$ cat config.mk
export PLATFORM = sky130hd
export DESIGN_NAME = tc16_timer
export DESIGN_NICKNAME = d
export VERILOG_FILES = /design/src/logic/tc16_pkg.sv /design/src/logic/tc16_timer.sv /design/src/logic/clock_tap_gen.sv
export SDC_FILE = /design/constraint.sdc
export NUM_CORES = 1
export LEC_CHECK = 0
export ABC_AREA = 1
export ABC_CLOCK_PERIOD_IN_PS = 2400
export BUFFER_PORTS_ARGS = -buffer_cell sky130_fd_sc_hd__buf_2
export CORE_MARGIN = 4
export CORE_UTILIZATION = 45
export CTS_BUF_LIST = sky130_fd_sc_hd__clkbuf_4
export DETAILED_ROUTE_END_ITERATION = 12
export PLACE_DENSITY = 0.67
export SYNTH_ARGS = -nofsm -noshare
export SYNTH_HDL_FRONTEND = slang
export SYNTH_SLANG_ARGS = --single-unit
$ cat constraint.sdc
create_clock -name hclk -period 2.4 [get_ports hclk]
set_input_delay 0.72 -clock hclk [delete_from_list [all_inputs] [get_ports hclk]]
set_output_delay 0.72 -clock hclk [all_outputs]
set_load 0.05 [all_outputs]
$ cat src/logic/tc16_pkg.sv
// Purpose: Shared constants and types for the 16-bit timer/event/window counter.
// Assumes: hclk is the high-frequency clock; the low-frequency clock is a tick derived from it.
// Notes: Register offsets are byte addresses on the AHB-Lite bus.
`default_nettype none
package tc16_pkg;
	// Register byte offsets
	localparam logic [7:0] CTRL_ADDR = 8'h00;
	localparam logic [7:0] CMP_LO_ADDR = 8'h04;
	localparam logic [7:0] CMP_HI_ADDR = 8'h08;
	localparam logic [7:0] COUNT_ADDR = 8'h0C;
	localparam logic [7:0] PWR_ADDR = 8'h10;
	// Control register fields
	localparam int RUN_BIT = 5;
	localparam int CKSEL_LSB = 2;
	localparam int CKSEL_MSB = 4;
	localparam int WIN_BIT = 0;
	// Power state register fields
	localparam int PWR_LSB = 0;
	localparam int PWR_MSB = 1;
	localparam int TAP_BIT = 2;
	localparam logic [1:0] PWR_CODE_NORMAL = 2'h0;
	localparam logic [1:0] PWR_CODE_SLOW_OFF = 2'h1;
	localparam logic [1:0] PWR_CODE_SLOW_ON = 2'h2;
	localparam logic [1:0] PWR_CODE_SLEEP = 2'h3;
	// Source clock select codes
	localparam logic [2:0] CK_DIV11 = 3'h0;
	localparam logic [2:0] CK_DIV7 = 3'h1;
	localparam logic [2:0] CK_DIV5 = 3'h2;
	localparam logic [2:0] CK_DIV3 = 3'h3;
	localparam logic [2:0] CK_HF = 3'h4;
	localparam logic [2:0] CK_LF = 3'h5;
	localparam logic [2:0] CK_PIN = 3'h7;
	// Warm-up compare ignores bits below this one
	localparam int WARM_LSB = 11;
	localparam logic [15:0] CMP_RESET = 16'hFFFF;
	// Low-frequency tick: hclk cycles per tick, minus one
	localparam logic [9:0] LF_DIV_LAST = 10'h261;
	typedef enum logic [2:0] {
		MODE_TIMER = 3'b001,
		MODE_EVENT = 3'b010,
		MODE_WINDOW = 3'b100
	} mode_type;
	typedef enum logic [3:0] {
		ST_NORMAL = 4'b0001,
		ST_SLOW_OFF = 4'b0010,
		ST_SLOW_ON = 4'b0100,
		ST_SLEEP = 4'b1000
	} power_type;
	typedef struct packed {
		logic [7:0] addr;
		logic write;
		logic valid;
	} bus_req_type;
	typedef struct packed {
		logic hf_3;
		logic hf_5;
		logic hf_7;
		logic hf_11;
		logic lf;
		logic lf_3;
		logic lf_5;
	} tick_type;
endpackage
`default_nettype wire

$ cat src/logic/tc16_timer.sv
// Purpose: 16-bit up counter with timer, event counter and window modes, AHB-Lite registers.
// Assumes: Single word transfers; counter_input_pin is synchronous-capable but is resynchronised.
// Notes: Reads insert one wait state; writes complete with none.
//
// Summary of operation
// - A lone byte write to the compare register has no effect, except a high byte write in the warm-up setting.
// - Old compare value stays in use until the high byte lands.
// - Control bits 7, 6 and 1 read back undefined; here zero.
// - Stop power mode clears the run bit and halts counting.
// - Three modes: internal timer, external event counter, pin-gated window.
// - Timer mode counts selected clock, matches, interrupts, clears, continues.
// - Fast clock in slow state with fast oscillator: match upper five bits.
// - Only the fast clock in timer mode, in the slow state with fast oscillator, times oscillator warm-up.
// - Clock codes 000-101; slow states lose 010, 011, 101; 100 only in the slow state with fast oscillator.
// - Event mode counts each rising pin edge, also after a clear.
// - Event mode checks the match on the falling pin edge.
// - Window mode counts internal clock while pin is high; match clears.
`timescale 1ns/1ps
`default_nettype none
module tc16_timer
	import tc16_pkg::*;
(
	input wire logic hclk,
	input wire logic hresetn,
	input wire logic hsel,
	input wire logic [31:0] haddr,
	input wire logic [1:0] htrans,
	input wire logic hwrite,
	input wire logic [2:0] hsize,
	input wire logic [31:0] hwdata,
	input wire logic hready,
	output logic [31:0] hrdata,
	output logic hreadyout,
	output logic hresp,
	input wire logic stop_mode_req,
	input wire logic counter_input_pin,
	output logic compare_match_irq
);
	////////////////////////////////////////////////////////////////////////////
	// Helpers

	function automatic power_type pwr_decode(input logic [1:0] code);
		case (code)
			PWR_CODE_NORMAL: pwr_decode = ST_NORMAL;
			PWR_CODE_SLOW_OFF: pwr_decode = ST_SLOW_OFF;
			PWR_CODE_SLOW_ON: pwr_decode = ST_SLOW_ON;
			PWR_CODE_SLEEP: pwr_decode = ST_SLEEP;
			default: pwr_decode = ST_NORMAL;
		endcase
	endfunction

	// Codes not offered in a state give no tick at all
	function automatic logic src_tick(input logic [2:0] ck, input power_type pwr, input logic tap,
		input tick_type t);
		src_tick = 1'b0;
		case (pwr)
			ST_NORMAL:
				case (ck)
					CK_DIV11: src_tick = tap ? t.lf_3 : t.hf_11;
					CK_DIV7: src_tick = t.hf_7;
					CK_DIV5: src_tick = t.hf_5;
					CK_DIV3: src_tick = t.hf_3;
					CK_LF: src_tick = t.lf;
					default: src_tick = 1'b0;
				endcase
			ST_SLOW_OFF, ST_SLEEP:
				case (ck)
					CK_DIV11: src_tick = t.lf_3;
					CK_DIV7: src_tick = t.lf_5;
					default: src_tick = 1'b0;
				endcase
			ST_SLOW_ON:
				case (ck)
					CK_DIV11: src_tick = t.lf_3;
					CK_DIV7: src_tick = t.lf_5;
					CK_HF: src_tick = 1'b1;
					default: src_tick = 1'b0;
				endcase
			default: src_tick = 1'b0;
		endcase
	endfunction

	function automatic logic is_match(input logic [15:0] a, input logic [15:0] b, input logic warm);
		if (warm)
			is_match = (a[15:WARM_LSB] == b[15:WARM_LSB]);
		else
			is_match = (a == b);
	endfunction

	////////////////////////////////////////////////////////////////////////////
	// AHB-Lite slave

	bus_req_type req_r;
	logic rd_wait_r;
	logic [31:0] hrdata_r;
	logic run_r;
	logic [2:0] cksel_r;
	logic win_mode_r;
	logic [1:0] pwr_code_r;
	logic tap_r;
	logic [15:0] cmp_r;
	logic [7:0] low_buf_r;
	logic low_pend_r;
	logic [15:0] cnt_r;
	logic irq_r;

	wire logic take = hsel & hready & htrans[1];
	wire logic wr_en = req_r.valid & req_r.write & hready;
	wire logic wr_ctrl = wr_en & (req_r.addr == CTRL_ADDR);
	wire logic wr_lo = wr_en & (req_r.addr == CMP_LO_ADDR);
	wire logic wr_hi = wr_en & (req_r.addr == CMP_HI_ADDR);
	wire logic wr_pwr = wr_en & (req_r.addr == PWR_ADDR);

	// Unmapped offsets read as zero
	wire logic [31:0] rd_mux =
		(req_r.addr == CTRL_ADDR) ? {24'h000000, 2'h0, run_r, cksel_r, 1'b0, win_mode_r} :
		(req_r.addr == CMP_LO_ADDR) ? {24'h000000, cmp_r[7:0]} :
		(req_r.addr == CMP_HI_ADDR) ? {24'h000000, cmp_r[15:8]} :
		(req_r.addr == COUNT_ADDR) ? {16'h0000, cnt_r} :
		(req_r.addr == PWR_ADDR) ? {29'h00000000, tap_r, pwr_code_r} : 32'h00000000;

	always_ff @(posedge hclk or negedge hresetn)
	begin
		if (!hresetn)
		begin
			req_r <= '0;
			rd_wait_r <= 1'b0;
			hrdata_r <= 32'h00000000;
		end
		else
		begin
			if (hready)
			begin
				req_r.addr <= haddr[7:0];
				req_r.write <= hwrite;
				req_r.valid <= take;
			end
			rd_wait_r <= take & ~hwrite;
			if (rd_wait_r)
				hrdata_r <= rd_mux;
		end
	end

	// One wait state so read data comes from a flop and sees the latest write
	assign hreadyout = ~rd_wait_r;
	assign hresp = 1'b0;
	assign hrdata = hrdata_r;

	////////////////////////////////////////////////////////////////////////////
	// Control and configuration

	// Stop mode overrides a software start in the same cycle
	wire logic run_nxt = stop_mode_req ? 1'b0 : (wr_ctrl ? hwdata[RUN_BIT] : run_r);

	always_ff @(posedge hclk or negedge hresetn)
	begin
		if (!hresetn)
		begin
			run_r <= 1'b0;
			cksel_r <= CK_DIV11;
			win_mode_r <= 1'b0;
			pwr_code_r <= PWR_CODE_NORMAL;
			tap_r <= 1'b0;
		end
		else
		begin
			run_r <= run_nxt;
			if (wr_ctrl)
			begin
				cksel_r <= hwdata[CKSEL_MSB:CKSEL_LSB];
				win_mode_r <= hwdata[WIN_BIT];
			end
			if (wr_pwr)
			begin
				pwr_code_r <= hwdata[PWR_MSB:PWR_LSB];
				tap_r <= hwdata[TAP_BIT];
			end
		end
	end

	mode_type mode;
	power_type pwr;
	tick_type ticks;
	assign mode = win_mode_r ? MODE_WINDOW : ((cksel_r == CK_PIN) ? MODE_EVENT : MODE_TIMER);
	assign pwr = pwr_decode(pwr_code_r);

	clock_tap_gen u_taps (
		.hclk(hclk),
		.hresetn(hresetn),
		.ticks(ticks)
	);

	wire logic src = src_tick(cksel_r, pwr, tap_r, ticks);
	wire logic warm = (mode == MODE_TIMER) & (pwr == ST_SLOW_ON) & (cksel_r == CK_HF);

	////////////////////////////////////////////////////////////////////////////
	// Compare register with low-then-high loading

	// Low byte is parked until the high byte commits both together
	wire logic [15:0] cmp_nxt =
		(wr_hi & low_pend_r) ? {hwdata[7:0], low_buf_r} :
		(wr_hi & warm) ? {hwdata[7:0], cmp_r[7:0]} : cmp_r;

	always_ff @(posedge hclk or negedge hresetn)
	begin
		if (!hresetn)
		begin
			cmp_r <= CMP_RESET;
			low_buf_r <= 8'h00;
			low_pend_r <= 1'b0;
		end
		else
		begin
			cmp_r <= cmp_nxt;
			if (wr_lo)
			begin
				low_buf_r <= hwdata[7:0];
				low_pend_r <= 1'b1;
			end
			else if (wr_hi)
				low_pend_r <= 1'b0;
		end
	end

	////////////////////////////////////////////////////////////////////////////
	// Pin synchroniser and edge detection

	logic pin_s1_r;
	logic pin_s2_r;
	logic pin_d_r;

	always_ff @(posedge hclk or negedge hresetn)
	begin
		if (!hresetn)
		begin
			pin_s1_r <= 1'b0;
			pin_s2_r <= 1'b0;
			pin_d_r <= 1'b0;
		end
		else
		begin
			pin_s1_r <= counter_input_pin;
			pin_s2_r <= pin_s1_r;
			pin_d_r <= pin_s2_r;
		end
	end

	wire logic pin_rise = pin_s2_r & ~pin_d_r;
	wire logic pin_fall = ~pin_s2_r & pin_d_r;

	////////////////////////////////////////////////////////////////////////////
	// Up counter

	wire logic [15:0] cnt_inc = cnt_r + 16'h0001;
	logic [15:0] cnt_nxt;
	logic hit;

	always_comb
	begin
		cnt_nxt = cnt_r;
		hit = 1'b0;
		if (!run_r)
			cnt_nxt = 16'h0000;
		else
			case (mode)
				MODE_TIMER:
					if (src)
					begin
						if (is_match(cnt_inc, cmp_r, warm))
						begin
							hit = 1'b1;
							cnt_nxt = 16'h0000;
						end
						else
							cnt_nxt = cnt_inc;
					end
				MODE_EVENT:
					if (pin_fall & is_match(cnt_r, cmp_r, 1'b0))
					begin
						hit = 1'b1;
						cnt_nxt = 16'h0000;
					end
					else if (pin_rise)
						cnt_nxt = cnt_inc;
				MODE_WINDOW:
					if (src & pin_s2_r)
					begin
						if (is_match(cnt_inc, cmp_r, 1'b0))
						begin
							hit = 1'b1;
							cnt_nxt = 16'h0000;
						end
						else
							cnt_nxt = cnt_inc;
					end
				default: cnt_nxt = 16'h0000;
			endcase
	end

	always_ff @(posedge hclk or negedge hresetn)
	begin
		if (!hresetn)
		begin
			cnt_r <= 16'h0000;
			irq_r <= 1'b0;
		end
		else
		begin
			cnt_r <= cnt_nxt;
			irq_r <= hit;
		end
	end

	assign compare_match_irq = irq_r;
endmodule // tc16_timer
`default_nettype wire

$ cat src/logic/clock_tap_gen.sv
// Purpose: Prescaler producing one-cycle ticks at the divided source clock rates.
// Assumes: hclk stands for the high-frequency clock.
// Notes: Each tick is high for one hclk cycle per period.
`timescale 1ns/1ps
`default_nettype none
module clock_tap_gen
	import tc16_pkg::*;
(
	input wire logic hclk,
	input wire logic hresetn,
	output tick_type ticks
);
	logic [10:0] hf_cnt_r;
	logic [9:0] lf_div_r;
	logic [4:0] lf_cnt_r;
	wire logic lf_wrap = (lf_div_r == LF_DIV_LAST);

	always_ff @(posedge hclk or negedge hresetn)
	begin
		if (!hresetn)
		begin
			hf_cnt_r <= 11'h000;
			lf_div_r <= 10'h000;
			lf_cnt_r <= 5'h00;
		end
		else
		begin
			hf_cnt_r <= hf_cnt_r + 11'h001;
			lf_div_r <= lf_wrap ? 10'h000 : lf_div_r + 10'h001;
			if (lf_wrap)
				lf_cnt_r <= lf_cnt_r + 5'h01;
		end
	end

	// A tap fires when all bits below it are ones
	wire logic hf_3 = &hf_cnt_r[2:0];
	wire logic hf_5 = &hf_cnt_r[4:0];
	wire logic hf_7 = &hf_cnt_r[6:0];
	wire logic hf_11 = &hf_cnt_r[10:0];
	wire logic lf_3 = lf_wrap & (&lf_cnt_r[2:0]);
	wire logic lf_5 = lf_wrap & (&lf_cnt_r[4:0]);
	// One assignment keeps the struct variable single-driven
	assign ticks = {hf_3, hf_5, hf_7, hf_11, lf_wrap, lf_3, lf_5};
endmodule // clock_tap_gen
`default_nettype wire

==> flow_summary.json <==
{
  "status": "finished, final reports clean",
  "avgRoutedWirePerCell_um": 14.0,
  "die_h_um": 125,
  "drc": 0,
  "cts_sinks": 106,
  "min_path_type": "in2async",
  "layout-drive-gt1-share_pct": 18.5,
  "viasPerCell": 4.96,
  "skew_ns": 0.0270,
  "io_pins": 111,
  "cp_cell_sequence": "buf_4, inv_1, nor2_8, nand2_4, nand2_1, nand2_1, nand2_1, clkinv_1, nand2_1, nor2_1, nand2_1, inv_2, nand2_2, a21boi_4, nand2_8, nand3_1, nand2_1",
  "max_freq_mhz": 446,
  "grt_pass1_wl_um": 23800,
  "ys_async_sr_fraction_pct": 100,
  "dp_slack_ns": 0.0488,
  "relSlewSlack_pct": 38.6,
  "slew_violations": 0,
  "cp_common_cell": "nand2_1",
  "dr.first_iter.drc_count": 227,
  "critPathKind": "reg2reg",
  "globalplace.congestion": 0.932,
  "portBuffers": 41,
  "clk_pin_slew_worst_paths_ns": 0.16,
  "yosys-top-cells-count": "201 x nand2_1, 110 x inv_1, 90 x dfrtp_1",
  "wl_um": 14200,
  "yosys.area.top_type": "dfrtp_1",
  "ctsHoldBuffers": 0,
  "setup_viol": 0,
  "worst_slack_ns": 0.156,
  "synth_edf_count": 0,
  "ir_drop_mv": 0.326,
  "die_w_um": 125,
  "antenna_found_initial": 1,
  "min_period_over_period_pct": 93.5,
  "arrival_ns": 2.62,
  "grt_max_degree": 44,
  "dr.pass1.iters": 5,
  "power-per-cell-area_mw_per_mm2": 437,
  "syn_area_mm2": 0.00613,
  "hold_violations": 0,
  "slowest_delay_ns": 0.41,
  "clockBufferDepth": 2,
  "final_core_util_pct": 50.6,
  "syn_inst": 778,
  "min_period_ns": 2.24,
  "synth.top_cell.area_share_pct": 36.7,
  "synth_seq_area_share_pct": 43.6,
  "cap_violations": 0,
  "cts_tree": "yes",
  "avgSynthCellArea_um2": 7.88,
  "tightest_slew_ns": 0.915,
  "die_area_mm2": 0.0156,
  "clkLatencyLatePin_ns": 0.49,
  "rows": 42,
  "crit_path_start_kind": "flop",
  "yosys-top-cells-area": "dfrtp_1 37%, nand2_1 12%, dfstp_2 6.9%",
  "grt_overflow": 0,
  "start_util_pct": 46.1,
  "worstSetupEndpointType": "flop",
  "synth_cell_types": 47,
  "critPathSlowestCell": "dfrtp_1",
  "ys.warnings.count": 0,
  "rsz0062_at_grt": "true",
  "yosys_register_bits": 106,
  "nFillCells": 1321,
  "root_buffer": "clkbuf_4",
  "p_leak_nw": 3.46,
  "track_usage_pct": 18.9,
  "worstPathRequired_ns": 2.78,
  "area_growth_syn_to_layout_pct": 9.84,
  "cts_buffers": 9,
  "core_region_area_mm2": 0.0133,
  "htree_num_levels": 3,
  "dpl.hpwl_um": 11200,
  "via_count": 5049,
  "synthFlopType": "dfrtp_1",
  "grt_pass1_vias": 4786,
  "yosysMostFrequentCell": "nand2_1",
  "fin_nets": 920,
  "crit_fanout": 16,
  "antenna_left": 0
}
-- path summary, 6_finish.rpt --
| path | from | to | slack (ns) | depth (start not counted) |
|---|---|---|---|---|
| max in group asynchronous | hresetn | cmp_r[4]$_DFFE_PN1P_ | 1.67 | 2 |
| min in group hclk | counter_input_pin | pin_s1_r$_DFF_PN0_ | 0.33 | 1 |
| worst min register to register | pin_s1_r$_DFF_PN0_ | pin_s2_r$_DFF_PN0_ | 0.37 | 0 |
| worst max register to register | cnt_r[0]$_DFFE_PN0P_ | cnt_r[1]$_DFFE_PN0P_ | 0.16 | 17 |
| worst min-delay path | hresetn | u_taps.hf_cnt_r[0]$_DFF_PN0_ | 0.13 | 1 |
| worst max-delay path | cnt_r[0]$_DFFE_PN0P_ | cnt_r[1]$_DFFE_PN0P_ | 0.16 | 17 |
-- metrics by stage --
stage               TNS, ns  area (µm²)  total power, mW  cells  hold WS, ns
floorplan                 0        6190             2.06    794        0.331
global placement          0        6560             2.13    995        0.335
detailed placement        0        6560             2.14    995        0.340
CTS                       0        6670             2.98   1010        0.118
global route         -0.132        6730             3.08   1017        0.126
finish                    0        6730             2.94   1017        0.133
-- area by class of cell --
class	count	area [µm²]	area share, %
Multi-Input combinational cell	537	2880	42.8
Sequential cell	106	2670	39.7
Inverter	118	448	6.65
Timing Repair Buffer	63	398	5.91
Tap cell	176	220	3.27
Clock buffer	11	82.6	1.23
Clock inverter	4	26.3	0.390
Antenna cell	2	5.00	0.0743
-- flip-flops by register name (all words and copies together), names as in the netlist, 2 cells and up --
name             count
req_r               10
u_taps.lf_div_r     10
cksel_r              3
cmp_r               16
hrdata              16
u_taps.lf_cnt_r      5
pwr_code_r           2
cnt_r               16
low_buf_r            8
u_taps.hf_cnt_r     11
-- cell families after synthesis --
kind of cell / share of synthesized area, %
DFF: 43.6
buffers and inverters: 10.7
and+or+nand+nor: 30.0
AOI/OAI and AO/OA: 9.10
muxes: 1.47
xor gates and xnor gates: 3.29
other: 0.0612
adders and majority gates: 1.84
-- where the power goes --
part / total (mW) / switching, mW / internal [mW]
combinational: 0.255 / 0.196 / 0.0590
sequential: 1.85 / 0.0251 / 1.82
clock: 0.838 / 0.603 / 0.235
total: 2.94 / 0.824 / 2.12
-- metal layers --
| metal | GRT usage [%] | vias up | part of all wire (%) |
|---|---|---|---|
| met5 | 0 | - | 0 |
| met4 | 6.58 | 0 | 2.0 |
| met3 | 3.39 | 21 | 4.5 |
| met2 | 29.3 | 118 | 45 |
| met1 | 26.6 | 2335 | 49 |
| li1 | - | 2575 | - |
-- worst max-delay path, delay by kind of cell, from the launching register on --
family | cells | cell delay (ns)
DFF | 1 | 0.41
buffers and inverters | 4 | 0.49
AOI/OAI and AO/OA | 1 | 0.19
and+or+nand+nor | 12 | 1.05
-- cells in the final DEF, fill, tap and decap left out, types with 17 or more instances in the layout --
cell type and count:
nor2_1 59, o21ai_0 50, nand2_1 200, buf_4 21, buf_2 40, a21oi_1 21
conb_1 17, inv_1 110, dfrtp_1 89, nand3_1 43, nor3_1 18
-- timing repair --
action / 4_1_cts / 5_1_grt
gates resized for setup: 0 / 8
endpoints found under the hold margin: 0 / 0
buffers inserted: 0 / 5
setup endpoints to repair: 0 / 17
No activity file was read; power rests on OpenSTA's default activity.
